File: config.mk
export PLATFORM = sky130hd
export DESIGN_NAME = dtil_top
export DESIGN_NICKNAME = d
export VERILOG_FILES = /design/src/core/dtil_pkg.sv /design/src/core/dtil_contact_if.sv /design/src/core/dtil_debounce.sv /design/src/core/dtil_setpoint.sv /design/src/core/dtil_top.sv
export SDC_FILE = /design/constraint.sdc
export NUM_CORES = 1
export LEC_CHECK = 0
export BUFFER_PORTS_ARGS = -buffer_cell sky130_fd_sc_hd__buf_2
export CORE_ASPECT_RATIO = 1.25
export CORE_MARGIN = 2
export CORE_UTILIZATION = 45
export CTS_BUF_LIST = sky130_fd_sc_hd__clkbuf_2 sky130_fd_sc_hd__clkbuf_4 sky130_fd_sc_hd__clkbuf_8
export CTS_CLUSTER_SIZE = 8
export DETAILED_ROUTE_END_ITERATION = 12
export GPL_TIMING_DRIVEN = 0
export PLACE_DENSITY = 0.66
export SLEW_MARGIN = 20
export SYNTH_ARGS = -nofsm -noshare
export SYNTH_HDL_FRONTEND = slang
export SYNTH_SLANG_ARGS = --single-unit
File: constraint.sdc
create_clock -name ref_clk -period 13.9 [get_ports ref_clk]
set_clock_uncertainty 0.2 [all_clocks]
set_input_delay 0.695 -clock ref_clk [delete_from_list [all_inputs] [get_ports ref_clk]]
set_output_delay 0.695 -clock ref_clk [all_outputs]
set_load 0.02 [all_outputs]
File: src/core/dtil_pkg.sv
/*
  Constants, encodings and timing counts for the drive terminal input logic.
  Assumes a single 125 MHz clock and contact pins that read low when closed.
*/
package dtil_pkg;

  // ****************************************
  // Clock and timing
  // ****************************************
  localparam int CLK_MHZ = 125;
  localparam int DEBOUNCE_US = 5000;
  localparam int DEBOUNCE_CYC = DEBOUNCE_US * CLK_MHZ;
  localparam int STEP_US = 10000;
  localparam int STEP_CYC = STEP_US * CLK_MHZ;
  localparam int CNT_W = 24;

  // ****************************************
  // Contact vector positions
  // ****************************************
  localparam int NUM_CONTACTS = 5;
  localparam int POS_A = 0;
  localparam int POS_B = 1;
  localparam int POS_C = 2;
  localparam int POS_STOP = 3;
  localparam int POS_START = 4;

  // ****************************************
  // Select input functions
  // ****************************************
  typedef enum logic [3:0] {
    FN_NONE = 4'h0, FN_VOLT = 4'h1, FN_CURRENT = 4'h2, FN_PRESET = 4'h3,
    FN_JOG_FWD = 4'h4, FN_JOG_REV = 4'h5, FN_DEC = 4'h6, FN_INC = 4'h7,
    FN_START_REV = 4'h8, FN_RUN_REV = 4'h9
  } dtil_func_t;

  // ****************************************
  // Speed reference sources
  // ****************************************
  typedef enum logic [2:0] {
    REF_KEYPAD = 3'h0, REF_MAN_VOLT = 3'h1, REF_VOLT = 3'h2,
    REF_CURRENT = 3'h3, REF_PRESET1 = 3'h4, REF_PRESET2 = 3'h5,
    REF_PRESET3 = 3'h6, REF_PRESET4 = 3'h7
  } dtil_ref_t;

  // ****************************************
  // Status output choices
  // ****************************************
  typedef enum logic [2:0] {
    ST_RUN_IND = 3'h0, ST_FAULT = 3'h1, ST_NFAULT = 3'h2, ST_LOCK = 3'h3,
    ST_AT_SPEED = 3'h4, ST_ABOVE3 = 3'h5, ST_ILIMIT = 3'h6, ST_AUTOMAN = 3'h7
  } dtil_stat_t;

  // ****************************************
  // Control source and rotation settings
  // ****************************************
  localparam logic [1:0] CTL_LOCAL = 2'h0;
  localparam logic [1:0] CTL_REMOTE = 2'h1;
  localparam logic [1:0] CTL_BOTH = 2'h2;
  localparam logic [1:0] ROT_BIDIR = 2'h2;

  // ****************************************
  // Run state machine
  // ****************************************
  typedef enum logic [1:0] {
    RS_STOP = 2'b00, RS_RUN = 2'b01, RS_JOG = 2'b10, RS_TURN = 2'b11
  } dtil_run_t;

  // ****************************************
  // Setpoint and analog scaling
  // ****************************************
  localparam int SP_W = 16;
  localparam logic [15:0] SP_RESET = 16'h0000;
  localparam logic [15:0] SP_MAX = 16'hFFFF;
  localparam int AO_W = 10;
  localparam logic [9:0] AO_OFFSET = 10'h0CD;
  localparam logic [9:0] AO_SPAN = 10'h333;

endpackage : dtil_pkg

File: src/core/dtil_contact_if.sv
/*
  Debounced contact levels passed from the debouncer to the decoder.
  Assumes both ends share ref_clk; a bit is 1 while its contact is closed.
*/
`timescale 1ns/10ps
interface dtil_contact_if;
  logic [4:0] closed;
  modport src (output closed);
  modport dst (input closed);
endinterface : dtil_contact_if

File: src/core/dtil_debounce.sv
/*
  Two-stage synchroniser and per-contact debounce counter.
  Assumes pins read low when closed to common; hold time is a parameter.
*/
`timescale 1ns/10ps
module dtil_debounce import dtil_pkg::*; #(
  parameter int HOLD_CYC = DEBOUNCE_CYC
) (
  // Clock and reset
  input wire logic ref_clk,
  input wire logic rst_b,
  // Raw pins, low when closed
  input wire logic [4:0] pin_b,
  // Clean levels
  dtil_contact_if.src out
);
  logic [4:0] sync1;
  logic [4:0] sync2;
  logic [4:0] level;
  logic [CNT_W-1:0] cnt [NUM_CONTACTS];

  always_ff @(posedge ref_clk or negedge rst_b) begin
    if (!rst_b) begin
      sync1 <= 5'h1F;
      sync2 <= 5'h1F;
    end else begin
      sync1 <= pin_b;
      sync2 <= sync1;
    end
  end

  // A change must stand for the whole hold time before it is believed
  always_ff @(posedge ref_clk or negedge rst_b) begin
    if (!rst_b) begin
      level <= 5'h00;
      for (int i = 0; i < NUM_CONTACTS; i++) cnt[i] <= '0;
    end else begin
      for (int i = 0; i < NUM_CONTACTS; i++) begin
        if (level[i] == !sync2[i]) begin
          cnt[i] <= '0;
        end else if (cnt[i] >= CNT_W'(HOLD_CYC - 1)) begin
          cnt[i] <= '0;
          level[i] <= !sync2[i];
        end else begin
          cnt[i] <= cnt[i] + 1'b1;
        end
      end
    end
  end

  assign out.closed = level;

endmodule : dtil_debounce

File: src/core/dtil_setpoint.sv
/*
  Raise/lower setpoint: steps once per interval while a request is held.
  Assumes requests are clean levels on ref_clk; lower wins over raise.
*/
`timescale 1ns/10ps
module dtil_setpoint import dtil_pkg::*; #(
  parameter int STEP_INT = STEP_CYC
) (
  // Clock and reset
  input wire logic ref_clk,
  input wire logic rst_b,
  // Requests
  input wire logic raise,
  input wire logic lower,
  // Result
  output logic [SP_W-1:0] setpoint
);
  logic [CNT_W-1:0] tick_cnt;
  logic tick;

  assign tick = (tick_cnt == CNT_W'(STEP_INT - 1));

  always_ff @(posedge ref_clk or negedge rst_b) begin
    if (!rst_b) tick_cnt <= '0;
    else if (!(raise || lower) || tick) tick_cnt <= '0;
    else tick_cnt <= tick_cnt + 1'b1;
  end

  always_ff @(posedge ref_clk or negedge rst_b) begin
    if (!rst_b) begin
      setpoint <= SP_RESET;
    end else if (tick && lower && setpoint != SP_RESET) begin
      setpoint <= setpoint - 1'b1;
    end else if (tick && raise && !lower && setpoint != SP_MAX) begin
      setpoint <= setpoint + 1'b1;
    end
  end

endmodule : dtil_setpoint

File: src/core/dtil_top.sv
/*
  Terminal decoding for the drive: run/stop/jog/direction, reference select,
  raise/lower setpoint, analog output scaling and status contacts.
  Assumes keypad strobes and drive status are on ref_clk; pins are not.
*/
`timescale 1ns/10ps
module dtil_top import dtil_pkg::*; #(
  parameter int HOLD_CYC = DEBOUNCE_CYC,
  parameter int STEP_INT = STEP_CYC
) (
  // Clock and reset
  input wire logic ref_clk,
  input wire logic rst_b,
  // Terminal pins, low while closed to common
  input wire logic select_input_a_b,
  input wire logic select_input_b_b,
  input wire logic select_input_c_b,
  input wire logic stop_contact_input_b,
  input wire logic start_forward_input_b,
  // Configuration
  input wire logic [1:0] control_source,
  input wire logic three_wire,
  input wire logic [1:0] rotation_setting,
  input wire logic manual_source,
  input wire logic [3:0] input_a_function,
  input wire logic [3:0] input_b_function,
  input wire logic [3:0] input_c_function_setting,
  input wire logic [2:0] relay_function,
  input wire logic [2:0] collector_one_function,
  input wire logic [2:0] collector_two_function,
  input wire logic freq_offset_span,
  input wire logic load_offset_span,
  // Keypad strobes
  input wire logic keypad_start,
  input wire logic keypad_stop,
  // Drive status
  input wire logic fault_active,
  input wire logic fault_lockout,
  input wire logic at_speed,
  input wire logic above_preset_three,
  input wire logic current_limit,
  input wire logic zero_frequency,
  input wire logic [9:0] output_frequency,
  input wire logic [9:0] output_load,
  // Commands
  output logic run_cmd,
  output logic reverse_cmd,
  output logic jog_cmd,
  output logic decel_to_zero,
  output logic [2:0] ref_source,
  output logic auto_mode,
  output logic [15:0] speed_setpoint,
  // Terminal outputs
  output logic [9:0] frequency_analog_output,
  output logic [9:0] load_analog_output,
  output logic relay_contact_one,
  output logic relay_contact_two,
  output logic collector_output_one,
  output logic collector_output_two
);

  // ****************************************
  // Helpers
  // ****************************************
  function automatic logic is_ref(input logic [3:0] f);
    is_ref = (f == FN_VOLT) || (f == FN_CURRENT) || (f == FN_PRESET);
  endfunction : is_ref

  function automatic logic [2:0] ref_of(input logic [3:0] f,
                                        input logic [2:0] preset);
    case (f)
      FN_VOLT: ref_of = REF_VOLT;
      FN_CURRENT: ref_of = REF_CURRENT;
      default: ref_of = preset;
    endcase
  endfunction : ref_of

  function automatic logic status_of(input logic [2:0] sel,
                                     input logic running);
    case (sel)
      ST_RUN_IND: status_of = running;
      ST_FAULT: status_of = fault_active;
      ST_NFAULT: status_of = !fault_active;
      ST_LOCK: status_of = fault_lockout;
      ST_AT_SPEED: status_of = at_speed;
      ST_ABOVE3: status_of = above_preset_three;
      ST_ILIMIT: status_of = current_limit;
      default: status_of = auto_mode;
    endcase
  endfunction : status_of

  // Offset span maps 0..1023 onto 2..10 of a 10 unit scale
  function automatic logic [9:0] scale(input logic [9:0] v,
                                       input logic offset);
    logic [19:0] prod;
    prod = v * AO_SPAN;
    scale = offset ? AO_OFFSET + prod[19:10] : v;
  endfunction : scale

  // ****************************************
  // Contact conditioning
  // ****************************************
  dtil_contact_if contacts ();
  logic [4:0] closed;

  dtil_debounce #(.HOLD_CYC(HOLD_CYC)) u_debounce (
    .ref_clk(ref_clk),
    .rst_b(rst_b),
    .pin_b({start_forward_input_b, stop_contact_input_b, select_input_c_b,
            select_input_b_b, select_input_a_b}),
    .out(contacts.src)
  );
  assign closed = contacts.closed;

  logic a_cl;
  logic b_cl;
  logic c_cl;
  logic stop_cl;
  logic start_cl;
  assign a_cl = closed[POS_A];
  assign b_cl = closed[POS_B];
  assign c_cl = closed[POS_C];
  assign stop_cl = closed[POS_STOP];
  assign start_cl = closed[POS_START];

  // ****************************************
  // Start/stop decode
  // ****************************************
  logic remote;
  logic c_rev;
  logic run_rev;
  logic fwd_req;
  logic rev_req;
  logic jog_req;
  logic term_start;
  logic term_stop;
  logic dir_change;

  // Local-select terminals are not modelled, so BOTH acts as remote
  assign remote = (control_source == CTL_REMOTE) ||
                  (control_source == CTL_BOTH);
  assign run_rev = (input_c_function_setting == FN_RUN_REV);
  assign c_rev = run_rev || (input_c_function_setting == FN_START_REV);
  assign fwd_req = start_cl;
  assign rev_req = c_cl && c_rev &&
                   (rotation_setting == ROT_BIDIR);
  assign jog_req = b_cl && ((input_b_function == FN_JOG_FWD) ||
                            (input_b_function == FN_JOG_REV));

  // Run-reverse takes the stop input out of the loop
  always_comb begin
    if (three_wire && !run_rev) begin
      term_start = (fwd_req || rev_req) && stop_cl;
      term_stop = !stop_cl;
    end else begin
      term_start = (fwd_req || rev_req) && (stop_cl || run_rev);
      term_stop = !term_start;
    end
  end

  assign dir_change = reverse_cmd ? (fwd_req && !rev_req)
                                  : (rev_req && !fwd_req);

  // ****************************************
  // Run state machine
  // ****************************************
  dtil_run_t state;
  dtil_run_t next_state;
  logic next_rev;

  always_comb begin
    next_state = state;
    next_rev = reverse_cmd;
    case (state)
      RS_STOP: begin
        if (remote && jog_req) begin
          next_state = RS_JOG;
          next_rev = (input_b_function == FN_JOG_REV);
        end else if (remote ? term_start : keypad_start) begin
          next_state = RS_RUN;
          next_rev = remote && rev_req && !fwd_req;
        end
      end
      RS_RUN: begin
        if (remote ? term_stop : keypad_stop) next_state = RS_STOP;
        else if (remote && dir_change) next_state = RS_TURN;
      end
      RS_TURN: begin
        if (remote ? term_stop : keypad_stop) begin
          next_state = RS_STOP;
        end else if (zero_frequency) begin
          next_state = RS_RUN;
          next_rev = !reverse_cmd;
        end
      end
      RS_JOG: begin
        if (!b_cl) next_state = RS_STOP;
      end
      default: next_state = RS_STOP;
    endcase
  end

  always_ff @(posedge ref_clk or negedge rst_b) begin
    if (!rst_b) begin
      state <= RS_STOP;
      run_cmd <= 1'b0;
      reverse_cmd <= 1'b0;
      jog_cmd <= 1'b0;
      decel_to_zero <= 1'b0;
    end else begin
      state <= next_state;
      run_cmd <= (next_state != RS_STOP);
      reverse_cmd <= next_rev;
      jog_cmd <= (next_state == RS_JOG);
      decel_to_zero <= (next_state == RS_TURN);
    end
  end

  // ****************************************
  // Speed reference selection
  // ****************************************
  logic [2:0] next_ref;
  logic next_auto;
  logic [1:0] presets_closed;

  always_comb begin
    presets_closed = 2'(a_cl && input_a_function == FN_PRESET) +
                     2'(b_cl && input_b_function == FN_PRESET) +
                     2'(c_cl && input_c_function_setting == FN_PRESET);
    next_auto = 1'b1;
    if (jog_cmd) begin
      next_ref = REF_PRESET2;
    end else if (presets_closed >= 2'h2) begin
      next_ref = REF_PRESET4;
    end else if (c_cl && is_ref(input_c_function_setting)) begin
      next_ref = ref_of(input_c_function_setting, REF_PRESET3);
    end else if (b_cl && is_ref(input_b_function)) begin
      next_ref = ref_of(input_b_function, REF_PRESET2);
    end else if (a_cl && is_ref(input_a_function)) begin
      next_ref = ref_of(input_a_function, REF_PRESET1);
    end else begin
      next_auto = 1'b0;
      next_ref = manual_source ? REF_MAN_VOLT : REF_KEYPAD;
    end
  end

  always_ff @(posedge ref_clk or negedge rst_b) begin
    if (!rst_b) begin
      ref_source <= REF_KEYPAD;
      auto_mode <= 1'b0;
    end else begin
      ref_source <= next_ref;
      auto_mode <= next_auto;
    end
  end

  // ****************************************
  // Raise/lower setpoint
  // ****************************************
  logic sp_lower;
  logic sp_raise;
  logic [15:0] sp_value;
  assign sp_lower = a_cl && (input_a_function == FN_DEC);
  assign sp_raise = b_cl && (input_b_function == FN_INC) && run_cmd;

  dtil_setpoint #(.STEP_INT(STEP_INT)) u_setpoint (
    .ref_clk(ref_clk),
    .rst_b(rst_b),
    .raise(sp_raise),
    .lower(sp_lower),
    .setpoint(sp_value)
  );

  always_ff @(posedge ref_clk or negedge rst_b) begin
    if (!rst_b) speed_setpoint <= SP_RESET;
    else speed_setpoint <= sp_value;
  end

  // ****************************************
  // Analog and status outputs
  // ****************************************
  always_ff @(posedge ref_clk or negedge rst_b) begin
    if (!rst_b) begin
      frequency_analog_output <= '0;
      load_analog_output <= '0;
    end else begin
      frequency_analog_output <= scale(output_frequency,
                                       freq_offset_span);
      load_analog_output <= scale(output_load, load_offset_span);
    end
  end

  // Form C pair: both contacts follow the one relay choice
  always_ff @(posedge ref_clk or negedge rst_b) begin
    if (!rst_b) begin
      relay_contact_one <= 1'b0;
      relay_contact_two <= 1'b1;
      collector_output_one <= 1'b0;
      collector_output_two <= 1'b0;
    end else begin
      relay_contact_one <= status_of(relay_function, run_cmd);
      relay_contact_two <= !status_of(relay_function, run_cmd);
      collector_output_one <= status_of(collector_one_function,
                                        run_cmd);
      collector_output_two <= status_of(collector_two_function,
                                        run_cmd);
    end
  end
endmodule : dtil_top

Yosys cells after proc, flatten, opt, wreduce, memory -nomap -nowiden
Index checks and enable logic that the tools add are counted.
{ "op_classes": {"n_addsub": 12, "mul": 2, "magnitude_cmp": 6, "n_eq_ne": 51, "muxes": 50, "bitwise_logic": 5, "n_reduce_logical": 68} }
{ "op_table": {"columns": ["op", "count"], "rows": [
  ["$mux 24", 11],
  ["$add 24x1->24 const B", 6],
  ["$ge 24x20->1 const B", 5],
  ["$mul 10x10->20 const B", 2],
  ["$mux 16", 2],
  ["$eq 3x3->1 const B", 9],
  ["$logic_and 1x1->1", 26],
  ["$eq 24x21->1 const B", 1],
  ["$eq 4x2->1 const B", 6],
  ["$pmux 1 s7", 3],
  ["$add 8x10->10 const A", 2],
  ["$mux 10", 2],
  ["$eq 3x2->1 const B", 6],
  ["$pmux 3 s2", 3],
  ["$add 16x1->16 const B", 1],
  ["$eq 4x3->1 const B", 4],
  ["$ne 16x16->1 const B", 1],
  ["$reduce_bool 16->1", 1],
  ["$sub 16x1->16 const B", 1],
  ["$logic_not 1->1", 15],
  ["$mux 1", 15],
  ["$mux 3", 5],
  ["$mux 2", 7],
  ["$logic_or 1x1->1", 13],
  ["other kinds (19)", 47]
]} }
{ "word_totals": {"register_bits": 225, "in_bits": 64, "out_inout_bits": 48} }

Depth between registers and ports, before layout
Gate-level depths: netlist (run 1).
{ "logic_depth": {"word_depth": 12, "mapped_depth": 23} }

Modules after synthesis
A second synthesis (run 1) with hierarchy kept.
{ "unflattened": {"cells_unflattened": 1507, "hier_area_um2": 14916.8} }
{ "modules_own_cells": {"columns": ["module", "instances", "cells_each", "area_per_inst_um2", "seq_area_each_um2"], "rows": [
  ["dtil_top", 1, 642, 6278.5, 1252.5],
  ["dtil_debounce", 1, 574, 6028.3, 3390.8],
  ["dtil_setpoint", 1, 291, 2610.0, 1001.0]
]} }

Least setup slack after synthesis (run 1)
No wires, ideal clock.
{ "synth_path": {"kind": "input -> register", "from": "in output_frequency[4]", "to": "reg frequency_analog_output[8]", "setup_time_ns": 0.137, "t_arrival_ns": 5.753, "path_slack_ns": 7.810, "stages": 23, "n_path_buf": 0, "cell_sequence": "ha_1 ha_1 inv_1 fa_1 inv_1 fa_1 inv_1 fa_1 inv_1 ha_1 a21oi_2 o21ai_1 or3_1 a21o_1 xnor2_1 ha_1 a21oi_2 o31ai_1 a221oi_2 mux2i_1 nor3_1 xnor2_1 a21oi_1"} }
{ "synth_between": {"elab_chain_cells": 3} }
{ "synth_lines": {"columns": ["element", "line_no", "source"], "rows": [
  ["start: declaration", "dtil_top.sv:43", "input wire logic [9:0] output_frequency,"],
  ["$mul 10x10->20", "dtil_top.sv:96", "prod = v * AO_SPAN;"],
  ["$add 8x10->10", "dtil_top.sv:97", "scale = offset ? AO_OFFSET + prod[19:10] : v;"],
  ["$mux 10", "dtil_top.sv:97", null],
  ["end signal: assignment", "dtil_top.sv:287", "frequency_analog_output <= scale(output_frequency,"],
  ["end: declaration", "dtil_top.sv:54", "output logic [9:0] frequency_analog_output,"]
]} }
No other way between the ends.
A chain may end at the register's enable or synchronous reset.

Final worst setup path (run 1)
Ends and elaborated chain as after synthesis.

==> run_results.csv, run 1 <==
group,metric,value,unit
clock_tree,cts.sinks,225,
final_layout,finalNonFillerCells,2117,
synthesis,synthFlopType,"dfrtp_1",
routing,ant_nets,0,
run,maxCapViolations,0,
synthesis,synth_compound_area_share,10.4,%
status,status,"completed",
routing,routed_via_density,5.19,
routing,drt-met1-wl,12800,um
floorplanning,io_pins,112,
routing,drtIter0Drc,392,
setup_path,critPathMaxFanout,5,
final_layout,layout-drive-gt1-share,13.0,%
synthesis,ys_warn_count,0,
global_route,antenna_found_initial,0,
setup_path,cp.arrival,6.40,ns
timing,finalCritPeriodShare,44.7,%
placed_design,gp_congestion,0.848,
routing,wl_met3,1140,um
floorplanning,initial_core_util,45.7,%
floorplanning,die_area,33800,um^2
synthesis,synth-async-reset-ratio,100,%
timing,hold_ws,0.0491,ns
timing,fin_tns_setup,0,ns
synthesis,synth_top_area_share,36.8,%
clock_tree,tritoncts,"done",
power_and_ir_drop,powerDensity,160,nW/um^2
synthesis,synth_cell_types,74,
synthesis,synthMuxAreaShare,1.55,%
routing,top_layer_used,"met4",
worst_hold_path,hold_class,"in2reg",
global_route,grt_pass1_wl,49500,um
final_layout,final_area,16700,um^2
timing,fmax,161,MHz
placed_design,io_buffers,108,
placed_design,dp_hpwl,22200,um
final_layout,fillers,2924,
placed_design,place_inst,2040,
synthesis,synth_top_family_by_area,"adder cells",
timing,drv_slew,0,
synthesis,synth-xor-area-share,9.74,%
timing,hold_viol_final,0,
timing,finalSetupViolations,0,
setup_path,critPathKind,"in2reg",
timing,relSlewSlack,37.9,%
timing,rsz0062_at_grt,"no",
floorplanning,rows,73,
synthesis,syn_area_per_cell,9.72,um^2
synthesis,seq_area_frac_synth,38.7,%
synthesis,synth_edf_count,0,
synthesis,yosysMostFrequentCell,"dfrtp_1",
synthesis,syn_area,14600,um^2
synthesis,synthTopCellsByCount,"dfrtp_1, nor2_1, ha_1",
clock_tree,clk_latency,0.55,ns
synthesis,yosys.area.top_type,"dfrtp_1",
routing,drc,0,
timing,tightest_slew,0.932,ns
synthesis,synthSimpleGateAreaFrac,16.8,%
power_and_ir_drop,irDropWorstVdd,0.162,mV
floorplanning,coreArea,31900,um^2
global_route,track_usage,17.7,%
power_and_ir_drop,p_leak,0.00790,uW
setup_path,cp-end-kind,"register",
placed_design,place_area,15800,um^2
final_layout,final_core_util,52.4,%
final_layout,nets,1932,
global_route,grt_pass1_vias,10900,
synthesis,ys_top_cells_by_area,"dfrtp_1, ha_1, nor2_1, fa_1, xor2_1",
final_layout,syn_to_final_growth,14.7,%
routing,wl,29400,um
routing,routed-wl-met2,14600,um
timing,fin_crit,6.21,ns
routing,post_drt_wl_per_cell,13.9,um
floorplanning,chipWidth,165,um
global_route,overflow,0,
clock_tree,cts_buffer_depth,3,
clock_tree,cts_buffers,41,
clock_tree,cts_setup_buffers,0,
global_route,grt_max_degree,87,
synthesis,synth_fa_ha_area_share,18.8,%
floorplanning,fp.dieH,205,um
setup_path,cp-start-kind,"primary input",
clock_tree,clk_pin_slew,0.06,ns
synthesis,synth-seq-cells,225,
clock_tree,root_buffer,"clkbuf_8",
synthesis,synthCells,1499,
setup_path,required,14.09,ns
routing,num_vias,11000,
routing,firstDrtPassIters,5,
clock_tree,cts_htree_levels,2,
-- worst paths after layout --
check / start / endpoint / slack [ns] / depth (start not counted)
setup / recovery: output_frequency[4] / frequency_analog_output[8] / 7.69 / 24
min in group asynchronous: rst_b / u_debounce.cnt[55] / 0.55 / 2
max in group asynchronous: rst_b / u_debounce.sync2[0] / 12.11 / 3
hold reg to reg: u_debounce.sync1[4] / u_debounce.sync2[4] / 0.15 / 0
setup reg to reg: u_setpoint.tick_cnt[14] / u_setpoint.setpoint[14] / 8.53 / 17
hold / removal: select_input_c_b / u_debounce.sync1[2] / 0.05 / 1
-- layout make-up --
| class | count | area, um^2 | share of cell area [%] |
|---|---|---|---|
| clock buffer | 69 | 881 | 5.27 |
| timing repair buffer | 112 | 626 | 3.74 |
| clock inverter | 5 | 52.6 | 0.314 |
| antenna | 1 | 2.50 | 0.0150 |
| sequential | 225 | 5640 | 33.8 |
| buffer | 24 | 90.1 | 0.539 |
| multi-input combinational | 1139 | 8420 | 50.4 |
| inverter | 130 | 488 | 2.92 |
| tap | 412 | 515 | 3.08 |
-- worst max-delay path, stage by stage --
cell,delay [ns]
buf_2,0.15
ha_1,0.36
ha_1,0.30
inv_1,0.05
fa_1,0.53
inv_1,0.05
fa_1,0.53
inv_1,0.05
fa_1,0.50
inv_1,0.05
ha_1,0.34
a21oi_2,0.29
o21ai_1,0.13
or3_1,0.43
a21o_1,0.22
xnor2_1,0.13
ha_1,0.25
a21oi_2,0.23
o31ai_1,0.12
a221oi_2,0.35
mux2i_1,0.12
nor3_1,0.26
xnor2_1,0.17
a21oi_1,0.09
-- repair_timing --
action                    4_1_cts  5_1_grt
gates resized for setup         0        0
hold buffers                    2        0
hold endpoints to repair       81        0
-- metal layers --
layer / GRT usage, % / up-vias
met4: 6.15 / 0
met3: 3.08 / 55
li1: - / 5497
met1: 21.4 / 5235
met5: 0 / -
met2: 31.7 / 198
-- state kept, by name, indices dropped and copies added (netlist names), 2 cells and up --
name / count
frequency_analog_output: 10
load_analog_output: 10
ref_source: 3
speed_setpoint: 16
state: 2
u_debounce.cnt: 120
u_debounce.out.closed: 5
u_debounce.sync1: 5
u_debounce.sync2: 5
u_setpoint.setpoint: 16
u_setpoint.tick_cnt: 24
-- stage by stage --
step | total power [uW] | setup slack (ns)
floorplan | 1720 | 7.81
global placement | 1980 | 7.21
detailed placement | 2000 | 7.08
CTS | 2720 | 7.71
global route | 2900 | 7.41
finish | 2680 | 7.69
-- report_power, final --
group | internal [uW] | leakage, uW | switching [uW]
Clock | 416 | 0.000494 | 272
Combinational | 527 | 0.00442 | 736
Sequential | 709 | 0.00298 | 20.8
Total | 1650 | 0.00790 | 1030
-- kinds of logic (layout without fill, tap and decap cells) --
kind of cell | count (synthesis) | after routing
other | 1 | 21
AOI/OAI and AO/OA | 223 | 223
and+or+nand+nor | 521 | 521
adders and majority gates | 195 | 195
buffers and inverters | 154 | 340
DFF | 225 | 225
xor gates and xnor gates | 162 | 162
muxes | 18 | 18
-- layout by cell type (no fill, tap or decap), types with 20 or more instances in the layout --
| cell | instances |
|---|---|
| dfrtp_1 | 214 |
| inv_1 | 130 |
| a21oi_1 | 53 |
| clkbuf_1 | 21 |
| o21ai_0 | 59 |
| nand3_1 | 44 |
| xnor2_1 | 80 |
| buf_2 | 107 |
| nand4_1 | 28 |
| clkbuf_8 | 58 |
| xor2_1 | 82 |
| nand2_1 | 108 |
| ha_1 | 156 |
| fa_1 | 39 |
| conb_1 | 20 |
| nor2_1 | 212 |
| and3_1 | 29 |
(Power assumes the default switching activity.)
==> inputs of run 2 (changes only) <==
--- a/config.mk
+++ b/config.mk
@@ -13,7 +13,7 @@
 export CTS_CLUSTER_SIZE = 8
 export DETAILED_ROUTE_END_ITERATION = 12
 export GPL_TIMING_DRIVEN = 0
-export PLACE_DENSITY = 0.66
+export PLACE_DENSITY = 0.68
 export SLEW_MARGIN = 20
 export SYNTH_ARGS = -nofsm -noshare
 export SYNTH_HDL_FRONTEND = slang
==> constraint.sdc (replaced) <==
create_clock -name ref_clk -period 5.69 [get_ports ref_clk]
set_clock_uncertainty 0.2 [all_clocks]
set_input_delay 0.2845 -clock ref_clk [delete_from_list [all_inputs] [get_ports ref_clk]]
set_output_delay 0.2845 -clock ref_clk [all_outputs]
set_load 0.02 [all_outputs]
==> run 2 against run 1 <==
Die area unchanged. Non-clock buffer count is 45 higher. Clock power increased by 140%. Final cell count up 2.0%. Design area is 3.5% higher. Sequential power grew 140%. Utilization increased by 1.8 points. Critical path type unchanged. Largest cell class unchanged. Largest power group unchanged.
==> run_results.csv, run 2 (synthesis results as in run 1) <==
group,metric,value,unit
power_and_ir_drop,combPwrFrac,49.5,%
floorplanning,coreArea,31900,um^2
floorplanning,chipWidth,165,um
clock_tree,clk_latency,0.55,ns
final_layout,final_common_cell,"dfrtp_1",
global_route,overflow,0,
timing,finalSetupViolations,0,
timing,hold_viol_final,0,
power_and_ir_drop,power_switching,2610,uW
final_layout,nets,1976,
status,status,"completed",
power_and_ir_drop,irDropWorstVdd,0.420,mV
setup_path,critPathMaxFanout,5,
clock_tree,cts_htree_levels,2,
setup_path,required,5.91,ns
power_and_ir_drop,powerDensity,392,nW/um^2
final_layout,reg_top3,"u_debounce.cnt (120), u_setpoint.tick_cnt (24)",
routing,ant_nets,0,
routing,drtIter0Drc,499,
routing,num_vias,11200,
routing,post_drt_wl_per_cell,13.9,um
worst_hold_path,hold_class,"in2async",
clock_tree,cts_buffers,40,
placed_design,io_buffers,108,
timing,relSlewSlack,53.8,%
clock_tree,root_buffer,"clkbuf_8",
final_layout,largest_reg_flops,120,
final_layout,layout-drive-gt1-share,14.0,%
routing,firstDrtPassIters,5,
power_and_ir_drop,p_int,4170,uW
routing,wl,30100,um
final_layout,layout_common_cells,"dfrtp_1, nor2_1, ha_1, inv_1, nand2_1",
routing,drc,0,
final_layout,largest-register,"u_debounce.cnt",
floorplanning,fp.dieH,205,um
global_route,antenna_found_initial,0,
setup_path,cp-start-kind,"primary input",
setup_path,critPathKind,"in2reg",
final_layout,finalNonFillerCells,2160,
placed_design,dp_hpwl,22100,um
timing,fmax,181,MHz
power_and_ir_drop,p_clk_share,24.2,%
clock_tree,clk_pin_slew,0.06,ns
floorplanning,die_area,33800,um^2
floorplanning,initial_core_util,45.7,%
setup_path,cp.arrival,5.73,ns
setup_path,cp-end-kind,"register",
placed_design,gp_congestion,0.878,
clock_tree,tritoncts,"done",
global_route,grt_max_degree,95,
global_route,track_usage,18.2,%
final_layout,final_area,17300,um^2
clock_tree,cts.sinks,225,
timing,drv_slew,0,
timing,tightest_slew,0.675,ns
floorplanning,rows,73,
placed_design,place_area,15800,um^2
power_and_ir_drop,p_leak,0.00810,uW
floorplanning,io_pins,112,
global_route,grt_pass1_wl,50800,um
timing,setup_slack,0.176,ns
placed_design,place_ws,-0.632,ns
routing,routed_via_density,5.17,
power_and_ir_drop,p_sw_share,38.5,%
setup_path,r2r_slack,0.67,ns
placed_design,place_inst,2040,
power_and_ir_drop,power_frac_seq,26.3,%
timing,finalCritPeriodShare,96.9,%
global_route,grt_pass1_vias,11200,
clock_tree,cts_buffer_depth,3,
timing,fin_crit,5.51,ns
run,maxCapViolations,0,
final_layout,syn_to_final_growth,18.7,%
==> run 2: cell types whose count changed in the layout (fill, tap and decap cells not counted), moves of 4 or more <==
cell,delta
ha_1,-7
clkbuf_8,-8
dlygate4sd3_1,+43
ha_2,+4
clkbuf_4,+6
==> run 2: routing by layer <==
layer	GRT usage (%)	vias up	part of all wire, %
met5	0	-	0
met4	6.61	0	3.0
met3	3.23	55	3.9
met2	32.5	196	50
met1	21.9	5309	44
li1	-	5601	-
==> run 2: worst max-delay path: stages <==
cell and delay (ns):
dlygate4sd3_1 0.53, clkbuf_4 0.19, ha_4 0.28, inv_1 0.06
fa_1 0.50, fa_1 0.51, inv_1 0.05, fa_1 0.48
ha_1 0.31, ha_2 0.33, o211ai_1 0.12, a31oi_2 0.06
or3_4 0.40, a221oi_4 0.34, nor2_2 0.11, a221oi_4 0.38
a21oi_2 0.09, xor2_1 0.17, o221a_1 0.26, a221o_1 0.28
==> run 2: what timing repair did <==
action / 4_1_cts / 5_1_grt
setup buffers: 0 / 3
pin swaps: 0 / 10
gates resized for setup: 1 / 30
endpoints found under the hold margin: 255 / 0
hold buffers: 45 / 0
endpoints found under the setup margin: 1 / 8
==> run 2: final timing paths <==
path,start,to,cells past startpoint
setup / recovery,output_frequency[6],frequency_analog_output[9],20
max in group asynchronous,rst_b,u_debounce.sync1[4],3
hold reg to reg,u_debounce.sync1[0],u_debounce.sync2[0],0
min in group ref_clk,freq_offset_span,frequency_analog_output[0],3
setup reg to reg,u_setpoint.tick_cnt[14],u_setpoint.setpoint[14],16
hold / removal,rst_b,u_debounce.cnt[54],2
==> run 2: power groups by stage <==
stage          Combinational [uW]  Sequential, uW  Clock [uW]
4_1_cts                      3180            1790        1710
2_1_floorplan                2260            1930           0
3_5_place_dp                 3090            1810           0
5_1_grt                      3770            1800        1780
6_report                     3360            1780        1640
3_3_place_gp                 3040            1810           0
==> run 2: cell type report <==
type	count	area [um^2]
antenna	1	2.50
buffer	23	86.3
multi-input combinational	1139	8590
fill	2822	14600
tap	412	515
inverter	130	488
timing repair buffer	158	1080
sequential	225	5640
clock buffer	66	808
clock inverter	6	86.3
==> run 2: through the flow <==
stage | total power, uW | hold slack (ns) | utilization (%) | TNS [ns]
2_1_floorplan | 4190 | -0.211 | - | 0
3_3_place_gp | 4850 | 0.147 | 49.2 | -1.60
3_5_place_dp | 4900 | 0.0316 | 49.4 | -1.98
4_1_cts | 6680 | 0.00293 | 53.7 | 0
5_1_grt | 7350 | 0.0554 | 54.3 | -0.0297
6_report | 6780 | 0.0492 | 54.3 | 0
